$ cat config.mk
export PLATFORM = sky130hd
export DESIGN_NAME = pse_shutdown_priority_and_timing_cfg
export DESIGN_NICKNAME = d
export VERILOG_FILES = /design/src/pin_sync.v /design/src/pse_shutdown_priority_and_timing_cfg.v
export VERILOG_INCLUDE_DIRS = /design/src
export SDC_FILE = /design/constraint.sdc
export NUM_CORES = 1
export LEC_CHECK = 0
export ABC_AREA = 0
export CAP_MARGIN = 20
export CORE_ASPECT_RATIO = 0.6
export CORE_MARGIN = 3
export CORE_UTILIZATION = 69
export CTS_CLUSTER_DIAMETER = 30
export DETAILED_ROUTE_END_ITERATION = 8
export DONT_BUFFER_PORTS = 1
export PLACE_DENSITY = 0.87
export SYNTH_ARGS = -nofsm -noshare
export SYNTH_HDL_FRONTEND = slang
export SYNTH_SLANG_ARGS = --single-unit
$ cat constraint.sdc
create_clock -name clk_sys -period 6.1 [get_ports clk_sys]
set_input_delay 1.22 -clock clk_sys [delete_from_list [all_inputs] [get_ports clk_sys]]
set_output_delay 1.22 -clock clk_sys [all_outputs]
set_load 0.02 [all_outputs]
$ cat src/pse_consts.vh
// Constants for the shutdown priority and fault timing configuration block
// What this block does
// - Fast shutdown powers off channels with priority set while multi-level mode is off
// - Cut disable blocks overload-cut turn off
// - Current limit monitoring continues despite cut disable
// - Overload-cut flag still raised after overload time
// - Cut disable bit change resets overload timer
// - Fast shutdown acts as reset, cool-down continues
// - Shutdown clears status, fault and enable bits
// - Shutdown clears channel measurement results
// - Shutdown clears class and detection results
// - Shutdown sets two-pair policing to all ones
// - All clearing finishes within five milliseconds
// - Only selected channels are cleared
// - One shared timing register, reset to zero
// - Limit field selects time before limit turn off
`ifndef PSE_CONSTS_VH
`define PSE_CONSTS_VH

// ==========================================================
// Register command codes and reset values
`define PRIO_CUT_ADDR 8'h15
`define TIMING_ADDR 8'h16
`define PRIO_CUT_RESET 8'h00
`define TIMING_RESET 8'h00
`define UNMAPPED_READ 8'h00

// ==========================================================
// Field positions
`define PRIO_MSB 7
`define PRIO_LSB 4
`define CUT_MSB 3
`define CUT_LSB 0
`define LIM_MSB 7
`define LIM_LSB 6
`define START_MSB 5
`define START_LSB 4
`define OVLD_MSB 3
`define OVLD_LSB 2
`define DROP_MSB 1
`define DROP_LSB 0

// ==========================================================
// Timing: clock rate, millisecond tick, selectable times in ms
`define CLK_KHZ 125000
`define TICK_MS 1
`define CLEAR_LIMIT_MS 5
`define LIM_MS_0 8'd60
`define LIM_MS_1 8'd30
`define LIM_MS_2 8'd120
`define LIM_MS_3 8'd240
`define OVLD_MS_0 8'd60
`define OVLD_MS_1 8'd30
`define OVLD_MS_2 8'd120
`define OVLD_MS_3 8'd240

// ==========================================================
// Clear walk: register groups visited, policing group index
`define CLR_GROUPS 4'd14
`define CLR_LAST 4'd13
`define CLR_POLICE 4'd9
`define POLICE_VALUE 8'hff
`define CLEAR_VALUE 8'h00

`endif

$ cat src/pin_sync.v
// Two-stage synchroniser for an asynchronous input pin
`timescale 1ns/1ps
module pin_sync (
    // Clock and reset
    input wire clk_sys,
    input wire rst,
    // Pin in, clean level out
    input wire pin_in,
    output reg level_q
);
    // ==========================================================
    // Synchroniser
    reg meta_q; // First stage, read only by the second stage

    // Two flops; the first may go metastable
    always @(posedge clk_sys) begin
        if (rst) begin
            meta_q <= 1'b0;
            level_q <= 1'b0;
        end else begin
            meta_q <= pin_in;
            level_q <= meta_q;
        end
    end
endmodule // pin_sync

$ cat src/pse_shutdown_priority_and_timing_cfg.v
// Shutdown priority, overload-cut disable and fault timing configuration
`timescale 1ns/1ps
`include "pse_consts.vh"
module pse_shutdown_priority_and_timing_cfg #(
    parameter CHANNELS = 4,
    parameter TICK_CYCLES = (`CLK_KHZ * `TICK_MS)
) (
    // Clock and reset
    input wire clk_sys,
    input wire rst,
    // Register command port behind the serial front end
    input wire [7:0] cmd_addr,
    input wire [7:0] cmd_wdata,
    input wire cmd_wr,
    input wire cmd_rd,
    output reg [7:0] cmd_rdata_q,
    output reg cmd_rvalid_q,
    // External fast shutdown pin and mode
    input wire fast_shutdown_input,
    input wire multi_level_priority_enable,
    // Fault levels from the channel monitors
    input wire [CHANNELS-1:0] overload_cut_fault,
    input wire [CHANNELS-1:0] current_limit_fault,
    // Channel turn off requests and overload-cut flag, one-cycle pulses
    output reg [CHANNELS-1:0] shutdown_off_q,
    output reg [CHANNELS-1:0] cut_off_q,
    output reg [CHANNELS-1:0] limit_off_q,
    output reg [CHANNELS-1:0] cut_flag_set_q,
    // Clear walk towards the channel state registers
    output reg clear_strobe_q,
    output reg [3:0] clear_group_q,
    output reg [CHANNELS-1:0] clear_mask_q,
    output reg [7:0] clear_value_q,
    output reg clear_busy_q,
    // Shared timing fields
    output reg [1:0] limit_time_select,
    output reg [1:0] startup_time_select,
    output reg [1:0] overload_time_select,
    output reg [1:0] maintain_dropout_time_select
);
    // ==========================================================
    // Declarations
    localparam ST_IDLE = 1'b0; // Waiting for a shutdown edge
    localparam ST_WALK = 1'b1; // Stepping through register groups
    localparam integer TICK_LAST_I = TICK_CYCLES - 1; // Prescaler wrap, full width
    // Cut on purpose to the counter width; ticks above 131072 cycles do not fit
    localparam [16:0] TICK_LAST = TICK_LAST_I[16:0];

    reg [7:0] prio_cut_q; // Priority and cut disable bits
    reg [7:0] timing_q; // Shared timing fields
    reg [CHANNELS-1:0] cut_dis_last_q; // Cut bits one cycle ago
    reg shut_last_q; // Synchronised shutdown one cycle ago
    reg walk_state_q; // Clear walk state
    reg [3:0] walk_idx_q; // Group being cleared
    reg [CHANNELS-1:0] walk_mask_q; // Channels being cleared
    reg [16:0] tick_cnt_q; // Millisecond prescaler
    reg tick_q; // One-cycle tick each millisecond
    reg [7:0] ovld_ms; // Overload timeout in ms
    reg [7:0] lim_ms; // Current limit timeout in ms
    wire shut_lvl; // Synchronised shutdown level
    wire shut_edge; // Rising edge of the shutdown level
    wire [CHANNELS-1:0] prio_bits; // Channels chosen for shutdown
    wire [CHANNELS-1:0] cut_dis; // Overload-cut disable per channel
    wire [CHANNELS-1:0] cut_dis_chg; // Cut disable changed this cycle
    wire [CHANNELS-1:0] shut_sel; // Channels hit by this edge
    wire [CHANNELS-1:0] chan_dn; // Channels turned off last cycle
    wire [CHANNELS-1:0] ovld_exp; // Overload timer expires now
    wire [CHANNELS-1:0] lim_exp; // Limit timer expires now

    assign prio_bits = prio_cut_q[`PRIO_MSB:`PRIO_LSB];
    assign cut_dis = prio_cut_q[`CUT_MSB:`CUT_LSB];
    assign cut_dis_chg = cut_dis ^ cut_dis_last_q;
    assign shut_edge = shut_lvl & ~shut_last_q;
    // In multi-level mode the single-bit path stays out of the way
    assign shut_sel = multi_level_priority_enable ? {CHANNELS{1'b0}} : prio_bits;
    assign chan_dn = shutdown_off_q | cut_off_q | limit_off_q;

    // ==========================================================
    // Fast shutdown pin synchroniser
    pin_sync u_shut_sync (
        .clk_sys(clk_sys),
        .rst(rst),
        .pin_in(fast_shutdown_input),
        .level_q(shut_lvl)
    );

    // ==========================================================
    // Register writes and reads
    // Writes take effect the cycle after cmd_wr; reads answer one cycle later
    always @(posedge clk_sys) begin
        if (rst) begin
            prio_cut_q <= `PRIO_CUT_RESET;
            timing_q <= `TIMING_RESET;
            cmd_rdata_q <= `UNMAPPED_READ;
            cmd_rvalid_q <= 1'b0;
        end else begin
            // Priority bits are stored as written; the host keeps them zero
            // while multi-level mode is on, so no gating is done here
            if (cmd_wr && cmd_addr == `PRIO_CUT_ADDR) begin
                prio_cut_q <= cmd_wdata;
            end else if (cmd_wr && cmd_addr == `TIMING_ADDR) begin
                timing_q <= cmd_wdata;
            end
            cmd_rvalid_q <= cmd_rd;
            if (cmd_rd && cmd_addr == `PRIO_CUT_ADDR) begin
                cmd_rdata_q <= prio_cut_q;
            end else if (cmd_rd && cmd_addr == `TIMING_ADDR) begin
                cmd_rdata_q <= timing_q;
            end else if (cmd_rd) begin
                // Unknown codes read as zero
                cmd_rdata_q <= `UNMAPPED_READ;
            end
        end
    end

    // ==========================================================
    // Timing field outputs, registered copies of the shared register
    always @(posedge clk_sys) begin
        if (rst) begin
            limit_time_select <= 2'h0;
            startup_time_select <= 2'h0;
            overload_time_select <= 2'h0;
            maintain_dropout_time_select <= 2'h0;
        end else begin
            limit_time_select <= timing_q[`LIM_MSB:`LIM_LSB];
            startup_time_select <= timing_q[`START_MSB:`START_LSB];
            overload_time_select <= timing_q[`OVLD_MSB:`OVLD_LSB];
            maintain_dropout_time_select <= timing_q[`DROP_MSB:`DROP_LSB];
        end
    end

    // ==========================================================
    // Timeout lookup from the timing fields
    always @* begin
        case (timing_q[`LIM_MSB:`LIM_LSB])
            2'h0: lim_ms = `LIM_MS_0;
            2'h1: lim_ms = `LIM_MS_1;
            2'h2: lim_ms = `LIM_MS_2;
            default: lim_ms = `LIM_MS_3;
        endcase
        case (timing_q[`OVLD_MSB:`OVLD_LSB])
            2'h0: ovld_ms = `OVLD_MS_0;
            2'h1: ovld_ms = `OVLD_MS_1;
            2'h2: ovld_ms = `OVLD_MS_2;
            default: ovld_ms = `OVLD_MS_3;
        endcase
    end

    // ==========================================================
    // Millisecond prescaler shared by every channel timer
    always @(posedge clk_sys) begin
        if (rst) begin
            tick_cnt_q <= 17'h00000;
            tick_q <= 1'b0;
        end else if (tick_cnt_q == TICK_LAST) begin
            tick_cnt_q <= 17'h00000;
            tick_q <= 1'b1;
        end else begin
            tick_cnt_q <= tick_cnt_q + 17'h00001;
            tick_q <= 1'b0;
        end
    end

    // ==========================================================
    // Per-channel overload and current limit timers
    // A timer stops at its limit; the turn off pulse clears it, so a held fault fires again unless cut disable blocks the turn off
    genvar g;
    generate
        for (g = 0; g < CHANNELS; g = g + 1) begin : chan
            reg [7:0] ovld_cnt_q; // Overload time in ms
            reg [7:0] lim_cnt_q; // Current limit time in ms

            assign ovld_exp[g] = tick_q & overload_cut_fault[g] & ~cut_dis_chg[g] &
                                 (ovld_cnt_q == ovld_ms - 8'h01);
            assign lim_exp[g] = tick_q & current_limit_fault[g] &
                                (lim_cnt_q == lim_ms - 8'h01);

            // Overload timer, restarted whenever the cut disable bit moves
            always @(posedge clk_sys) begin
                if (rst) begin
                    ovld_cnt_q <= 8'h00;
                end else if (cut_dis_chg[g]) begin
                    ovld_cnt_q <= 8'h00;
                end else if (!overload_cut_fault[g] || chan_dn[g]) begin
                    ovld_cnt_q <= 8'h00;
                end else if (tick_q && ovld_cnt_q < ovld_ms) begin
                    ovld_cnt_q <= ovld_cnt_q + 8'h01;
                end
            end

            // Limit timer runs regardless of the cut disable bit
            always @(posedge clk_sys) begin
                if (rst) begin
                    lim_cnt_q <= 8'h00;
                end else if (!current_limit_fault[g] || chan_dn[g]) begin
                    lim_cnt_q <= 8'h00;
                end else if (tick_q && lim_cnt_q < lim_ms) begin
                    lim_cnt_q <= lim_cnt_q + 8'h01;
                end
            end
        end
    endgenerate

    // ==========================================================
    // Fault turn off and flag pulses
    always @(posedge clk_sys) begin
        if (rst) begin
            cut_off_q <= {CHANNELS{1'b0}};
            limit_off_q <= {CHANNELS{1'b0}};
            cut_flag_set_q <= {CHANNELS{1'b0}};
            cut_dis_last_q <= {CHANNELS{1'b0}};
        end else begin
            cut_dis_last_q <= cut_dis;
            // The flag is raised even when turn off is blocked
            cut_flag_set_q <= ovld_exp;
            cut_off_q <= ovld_exp & ~cut_dis;
            limit_off_q <= lim_exp;
        end
    end

    // ==========================================================
    // Fast shutdown edge and immediate turn off
    // Cool-down timers live with the channel sequencer and are not touched
    // here, so a shutdown lets any running cool-down finish
    always @(posedge clk_sys) begin
        if (rst) begin
            shut_last_q <= 1'b0;
            shutdown_off_q <= {CHANNELS{1'b0}};
        end else begin
            shut_last_q <= shut_lvl;
            if (shut_edge) begin
                shutdown_off_q <= shut_sel;
            end else begin
                shutdown_off_q <= {CHANNELS{1'b0}};
            end
        end
    end

    // ==========================================================
    // Clear walk: one register group per cycle, masked per channel
    // Fourteen cycles finish far inside the five millisecond budget
    always @(posedge clk_sys) begin
        if (rst) begin
            walk_state_q <= ST_IDLE;
            walk_idx_q <= 4'h0;
            walk_mask_q <= {CHANNELS{1'b0}};
        end else begin
            case (walk_state_q)
                ST_IDLE: begin
                    if (shut_edge && shut_sel != {CHANNELS{1'b0}}) begin
                        walk_state_q <= ST_WALK;
                        walk_idx_q <= 4'h0;
                        walk_mask_q <= shut_sel;
                    end
                end
                default: begin
                    if (shut_edge) begin
                        // A new edge mid-walk widens the mask and starts over
                        walk_idx_q <= 4'h0;
                        walk_mask_q <= walk_mask_q | shut_sel;
                    end else if (walk_idx_q == `CLR_LAST) begin
                        walk_state_q <= ST_IDLE;
                        walk_idx_q <= 4'h0;
                        walk_mask_q <= {CHANNELS{1'b0}};
                    end else begin
                        walk_idx_q <= walk_idx_q + 4'h1;
                    end
                end
            endcase
        end
    end

    // ==========================================================
    // Clear strobe outputs towards the channel state registers
    // Groups 0-8 cover event, fault, status and enable bits, 10-13 the
    // measurement and class results; group 9 is policing, set to all ones
    always @(posedge clk_sys) begin
        if (rst) begin
            clear_strobe_q <= 1'b0;
            clear_group_q <= 4'h0;
            clear_mask_q <= {CHANNELS{1'b0}};
            clear_value_q <= `CLEAR_VALUE;
            clear_busy_q <= 1'b0;
        end else begin
            clear_busy_q <= (walk_state_q == ST_WALK) && !(walk_idx_q == `CLR_LAST && !shut_edge);
            if (walk_state_q == ST_WALK) begin
                clear_strobe_q <= 1'b1;
                clear_group_q <= walk_idx_q;
                clear_mask_q <= walk_mask_q;
                if (walk_idx_q == `CLR_POLICE) begin
                    clear_value_q <= `POLICE_VALUE;
                end else begin
                    clear_value_q <= `CLEAR_VALUE;
                end
            end else begin
                clear_strobe_q <= 1'b0;
                clear_group_q <= 4'h0;
                clear_mask_q <= {CHANNELS{1'b0}};
                clear_value_q <= `CLEAR_VALUE;
            end
        end
    end
endmodule // pse_shutdown_priority_and_timing_cfg

Word level (Yosys, flattened, before mapping):

Index checks and enable logic that the tools add are counted.

* bits in registers: 165
* bits of input ports: 30
* output and inout port bits: 51

* add/sub/neg operators: 12
* order comparisons: 8
* equal/unequal tests: 18
* multiplexer cells: 21
* bitwise logic cells: 35
* reduce and logical (&&, ||, !) cells: 51

Operator list (count)
* $add A8 B1 Y8 const B: 8
* $eq A8 B8 Y1: 8
* $lt A8 B8 Y1: 8
* $pmux W8 S3: 2
* $mux W4: 9
* $mux W8: 4
* $and A1 B1 Y1: 21
* $add A17 B1 Y17 const B: 1
* $eq A17 B17 Y1 const B: 1
* $eq A8 B5 Y1 const B: 2
* $sub A8 B1 Y8 const B: 2
* $logic_and A1 B1 Y1: 15
* $reduce_or A2 Y1: 7
* $or A4 B4 Y4: 3
* $reduce_or A3 Y1: 4
* $logic_not A1 Y1: 10
* $eq A4 B4 Y1 const B: 2
* $logic_or A1 B1 Y1: 8
* $not A1 Y1: 8
* $mux W1: 6
* $add A4 B1 Y4 const B: 1
* $and A4 B4 Y4: 1
* $eq A2 B1 Y1 const B: 2
* $eq A2 B2 Y1 const B: 2
* 8 further kinds: 10

Longest topological paths before layout:

* depth after elaboration: 6
* gate-level depth with buffers: 10
* gate-level depth less buffers: 7

Modules after synthesis:

A second synthesis with hierarchy kept.

* cells, all modules: 951
* area total of the unflattened synthesis: 8329.2 um^2

Modules (own cells, without submodules)
* pse_shutdown_priority_and_timing_cfg: times used 1, cells an instance 947, area an instance 8276.7 um^2
* pin_sync: times used 1, cells an instance 4, area an instance 52.6 um^2

Worst setup path before layout:

No wires, ideal clock.

* kind: register to register
* from: reg timing_q[3]
* to: reg chan[0].ovld_cnt_q[2]
* arrival: 2.543 ns
* slack: 3.487 ns
* cell stages (with the launch flop): 11
* cell sequence: dfxtp_1 > clkbuf_1 > clkbuf_1 > nand2_1 > inv_1 > ha_1 > a21oi_1 > a21boi_0 > clkbuf_1 > or4_1 > a21oi_1

* cells in the longest elaborated chain, start to end: 4

RTL lines
* from (decl): line pse_shutdown_priority_and_timing_cfg.v:50 `reg [7:0] timing_q;`
* from (signal assigned): line pse_shutdown_priority_and_timing_cfg.v:93 `` timing_q <= `TIMING_RESET; ``
* from (signal assigned): line pse_shutdown_priority_and_timing_cfg.v:102 `timing_q <= cmd_wdata;`
* $eq A2 B2 Y1 (tied with other cells): line pse_shutdown_priority_and_timing_cfg.v:141 `` case (timing_q[`OVLD_MSB:`OVLD_LSB]) ``
* $pmux W8 S3 (*): line pse_shutdown_priority_and_timing_cfg.v:141
* $lt A8 B8 Y1 (*): line pse_shutdown_priority_and_timing_cfg.v:186 `end else if (tick_q && ovld_cnt_q < ovld_ms) begin`
* $logic_and A1 B1 Y1 (*): line pse_shutdown_priority_and_timing_cfg.v:186
* to (signal assigned): line pse_shutdown_priority_and_timing_cfg.v:187 `ovld_cnt_q <= ovld_cnt_q + 8'h01;`
* to (decl): line pse_shutdown_priority_and_timing_cfg.v:170 `reg [7:0] ovld_cnt_q;`

Every way passes the cells marked *; elsewhere a longest branch is shown, timed or not.
A chain may end at the register's enable or synchronous reset.

Worst setup path after layout:

* from: reg timing_q[3]
* to: reg chan[2].ovld_cnt_q[4]

* cells in the longest elaborated chain, start to end: 4

RTL lines (line)
* $eq A2 B2 Y1 (tied with other cells): pse_shutdown_priority_and_timing_cfg.v:141
* $pmux W8 S3 (*): pse_shutdown_priority_and_timing_cfg.v:141
* $lt A8 B8 Y1 (*): pse_shutdown_priority_and_timing_cfg.v:186
* $logic_and A1 B1 Y1 (*): pse_shutdown_priority_and_timing_cfg.v:186
* to (signal assigned): pse_shutdown_priority_and_timing_cfg.v:187
* to (decl): pse_shutdown_priority_and_timing_cfg.v:170

Marked as above.

==> results.yml <==
outcome:
  status: "completed"
die:
  die_area_mm2: 0.0135
  row_count: 30
  coreArea_mm2: 0.0116
  ioPinCount: 81
  start_util_pct: 72.4
  die_y_um: 91.3
  die_w_um: 148
cells_and_area:
  stdcell_count: 1097
  final_core_util_pct: 77.4
  drive_gt1_share_pct: 4.59
  n_antenna_cell: 0
  synthToLayoutAreaGrowth_pct: 6.92
  finalNetCount: 1013
yosys:
  ys_seq_area_share_pct: 37.8
  yosysUniqueCellTypes: 53
  synthFlopType: "dfxtp_1"
  synth.area.top_cells: "dfxtp_1, ha_1, a21oi_1, mux2i_1, o31ai_1"
  netlist.area_leader.share_pct: 37.8
  synth_most_common_cell: "dfxtp_1"
  synth_async_sr_flop_share_pct: 0
  syn_area_mm2: 0.00837
  synth_edf_count: 0
  ys_ff_latch: 158
  syn_avg_cell_area_um2: 8.80
  syn_nets: 1041
  synth_common_cells: "dfxtp_1, a21oi_1, ha_1"
  synthCells: 952
  netlist.top_cell.by_area: "dfxtp_1"
  ys_warn_count: 0
route:
  vias: 7497
  drt_wl_total_mm: 21.9
  drtPass1Iterations: 7
  drt-initial-drc-count: 818
  postRouteAntennaNets: 0
  via_per_inst: 6.83
  drc: 0
  wl_per_cell_um: 20.0
clocking:
  clk_path_buf_depth: 2
  clk_latency_ns: 0.43
  clkTransAtPathRegs_ns: 0.06
  cts-root-buf: "clkbuf_16"
  cts_inserted_buffers: 17
  cts_tree: "done"
  cts_hold_buf: 0
  post_cts_resized: 0
  clock-sinks: 158
  post_cts_buffers: 0
  htreeDepth: 4
timing:
  slew_violations: 0
  rsz0062_at_grt: "no"
  setup_viol: 0
  hold_viol: 0
  fin_skew_ns: 0.0118
  slew_headroom_pct: 32.7
  period_share_pct: 50.0
  tns_ns: 0
  fin_crit_ns: 3.05
  fin_hold_ws_ns: 0.463
  worst_pin_slew_ns: 1.01
  clock.fmax_mhz: 328
placed_design:
  place_hpwl_mm: 15.7
  dp.cells: 1064
  routabilityCongestion: 0.968
  io_buffers: 0
power:
  p_leak_nw: 3.34
  switching_power_w: 0.000478
  power_frac_comb_pct: 1.4
  p_int_w: 0.00166
  pwr-share-clk_pct: 50.0
  ir_drop_mv: 0.189
  seq_power_share_pct: 48.6
  pwr_density_cell_mw_per_mm2: 238
  switching_share_pct: 22.4
  p_total_w: 0.00213
global_routing:
  grt_usage_pct: 32.2
  antenna_found_initial: 1
  overflow: 0
  grt_pass1_wl_mm: 35.7
  grt_pass1_vias: 7114
  grt_max_degree: 65
setup_path:
  reg2regPathDepth: 7
  r2r_end: "chan[2].ovld_cnt_q[4]"
  cp.arrival_ns: 3.37
  reg2reg_from: "timing_q[3]"
  crit_type: "register to register"
  cp_max_fo: 22
  critPathRequiredTime_ns: 6.42
  cp-end-kind: "register"
  start_kind: "register"
  r2r_slack_ns: 3.05
min_path:
  min-delay-start: "u_shut_sync.meta_q"
  whs_endpoint: "u_shut_sync.level_q"
  holdCritPathClass: "register to register"
  worst_hold_path.num_cells: 1
job:
  maxCapViolations: 0
state kept, by name (all words and copies together) (netlist names), 2 cells and up:
signal / count
chan.lim_cnt_q: 32
chan.ovld_cnt_q: 32
tick_cnt_q: 17
cmd_rdata_q: 8
prio_cut_q: 8
timing_q: 8
clear_group_q: 4
clear_mask_q: 4
cut_dis_last_q: 4
cut_flag_set_q: 4
cut_off_q: 4
limit_off_q: 4
shutdown_off_q: 4
walk_idx_q: 4
walk_mask_q: 4
limit_time_select: 2
maintain_dropout_time_select: 2
overload_time_select: 2
startup_time_select: 2
final cells by class:
cell class	count	area (µm²)
Clock inverter	14	159
Sequential cell	158	3160
Clock buffer	18	429
Multi-Input combinational cell	720	4900
Inverter	26	97.6
Timing Repair Buffer	1	5.00
Tap cell	160	200
Fill cell	806	2610
worst max path at each step:
stage                            from  slack [ns]  cells past startpoint               endpoint
after detailed placement  cmd_addr[0]        3.01                      4          prio_cut_q[3]
after CTS                 timing_q[3]        3.01                      7  chan[0].ovld_cnt_q[3]
after global routing      timing_q[3]        2.75                      6  chan[2].ovld_cnt_q[7]
final                     timing_q[3]        3.05                      7  chan[2].ovld_cnt_q[4]
after floorplan           timing_q[3]        3.49                     10  chan[0].ovld_cnt_q[2]
after global placement    cmd_addr[0]        3.17                      4          prio_cut_q[3]
stage by stage:
step | cell area, µm² | setup WS [ns]
floorplan | 8370 | 3.49
global placement | 8360 | 3.17
detailed placement | 8360 | 3.01
CTS | 8950 | 3.01
global route | 8950 | 2.75
finish | 8950 | 3.05
critical path, stage by stage, from the launching register on:
cell	delay [ns]
dfxtp_1	0.87
nand2b_1	0.22
inv_1	0.18
ha_1	0.35
nand4_1	0.10
a21oi_1	0.80
o311ai_0	0.30
o41ai_1	0.11
cells by family after synthesis:
group,after synthesis,share of synthesized area (%)
flip-flops,158,37.8
multiplexers,30,3.59
AND/OR/NAND/NOR,391,26.6
buffers and inverters,74,3.74
XOR/XNOR,30,3.14
adder cells (fa/ha/maj),59,8.82
AO/OA/AOI/OAI,210,16.3
power by group through the flow:
stage               registers (W)  clock network (W)   logic, W
finish                    0.00104            0.00107  0.0000294
global route              0.00104            0.00111  0.0000320
CTS                       0.00104            0.00107  0.0000289
detailed placement        0.00106                  0  0.0000284
global placement          0.00106                  0  0.0000268
floorplan                 0.00106                  0  0.0000308
cell usage in the layout, fill, tap and decap left out, types with 6 or more instances in the layout:
cell / synthesis / routed
nand2b_1: 20 / 20
nand4_1: 26 / 26
a211oi_1: 10 / 10
nor2_1: 57 / 57
nand3_1: 43 / 43
o21ai_0: 23 / 23
or4_1: 29 / 29
a22o_1: 9 / 9
nand3b_1: 7 / 7
mux2i_1: 30 / 30
dfxtp_1: 158 / 157
o41ai_1: 6 / 6
nor3_1: 21 / 21
xnor2_1: 20 / 20
clkbuf_16: 0 / 17
a21boi_0: 13 / 13
a31oi_1: 6 / 6
nand2_1: 50 / 50
o31ai_1: 33 / 33
a21oi_1: 74 / 74
inv_1: 26 / 26
xor2_1: 10 / 10
ha_1: 59 / 59
nor2b_1: 39 / 39
a21o_1: 18 / 18
and2_1: 12 / 12
and3_1: 12 / 12
or3_1: 29 / 29
and4_1: 7 / 7
nor4_1: 17 / 17
metal layers:
metal | global-route usage, % | share of wire (%) | routed length [µm]
met1 | 45.7 | 44 | 9580
met2 | 48.9 | 44 | 9660
met3 | 8.13 | 11 | 2370
met4 | 8.53 | 1.5 | 323
met5 | 0 | 0.073 | 16
(Power assumes the default switching activity.)
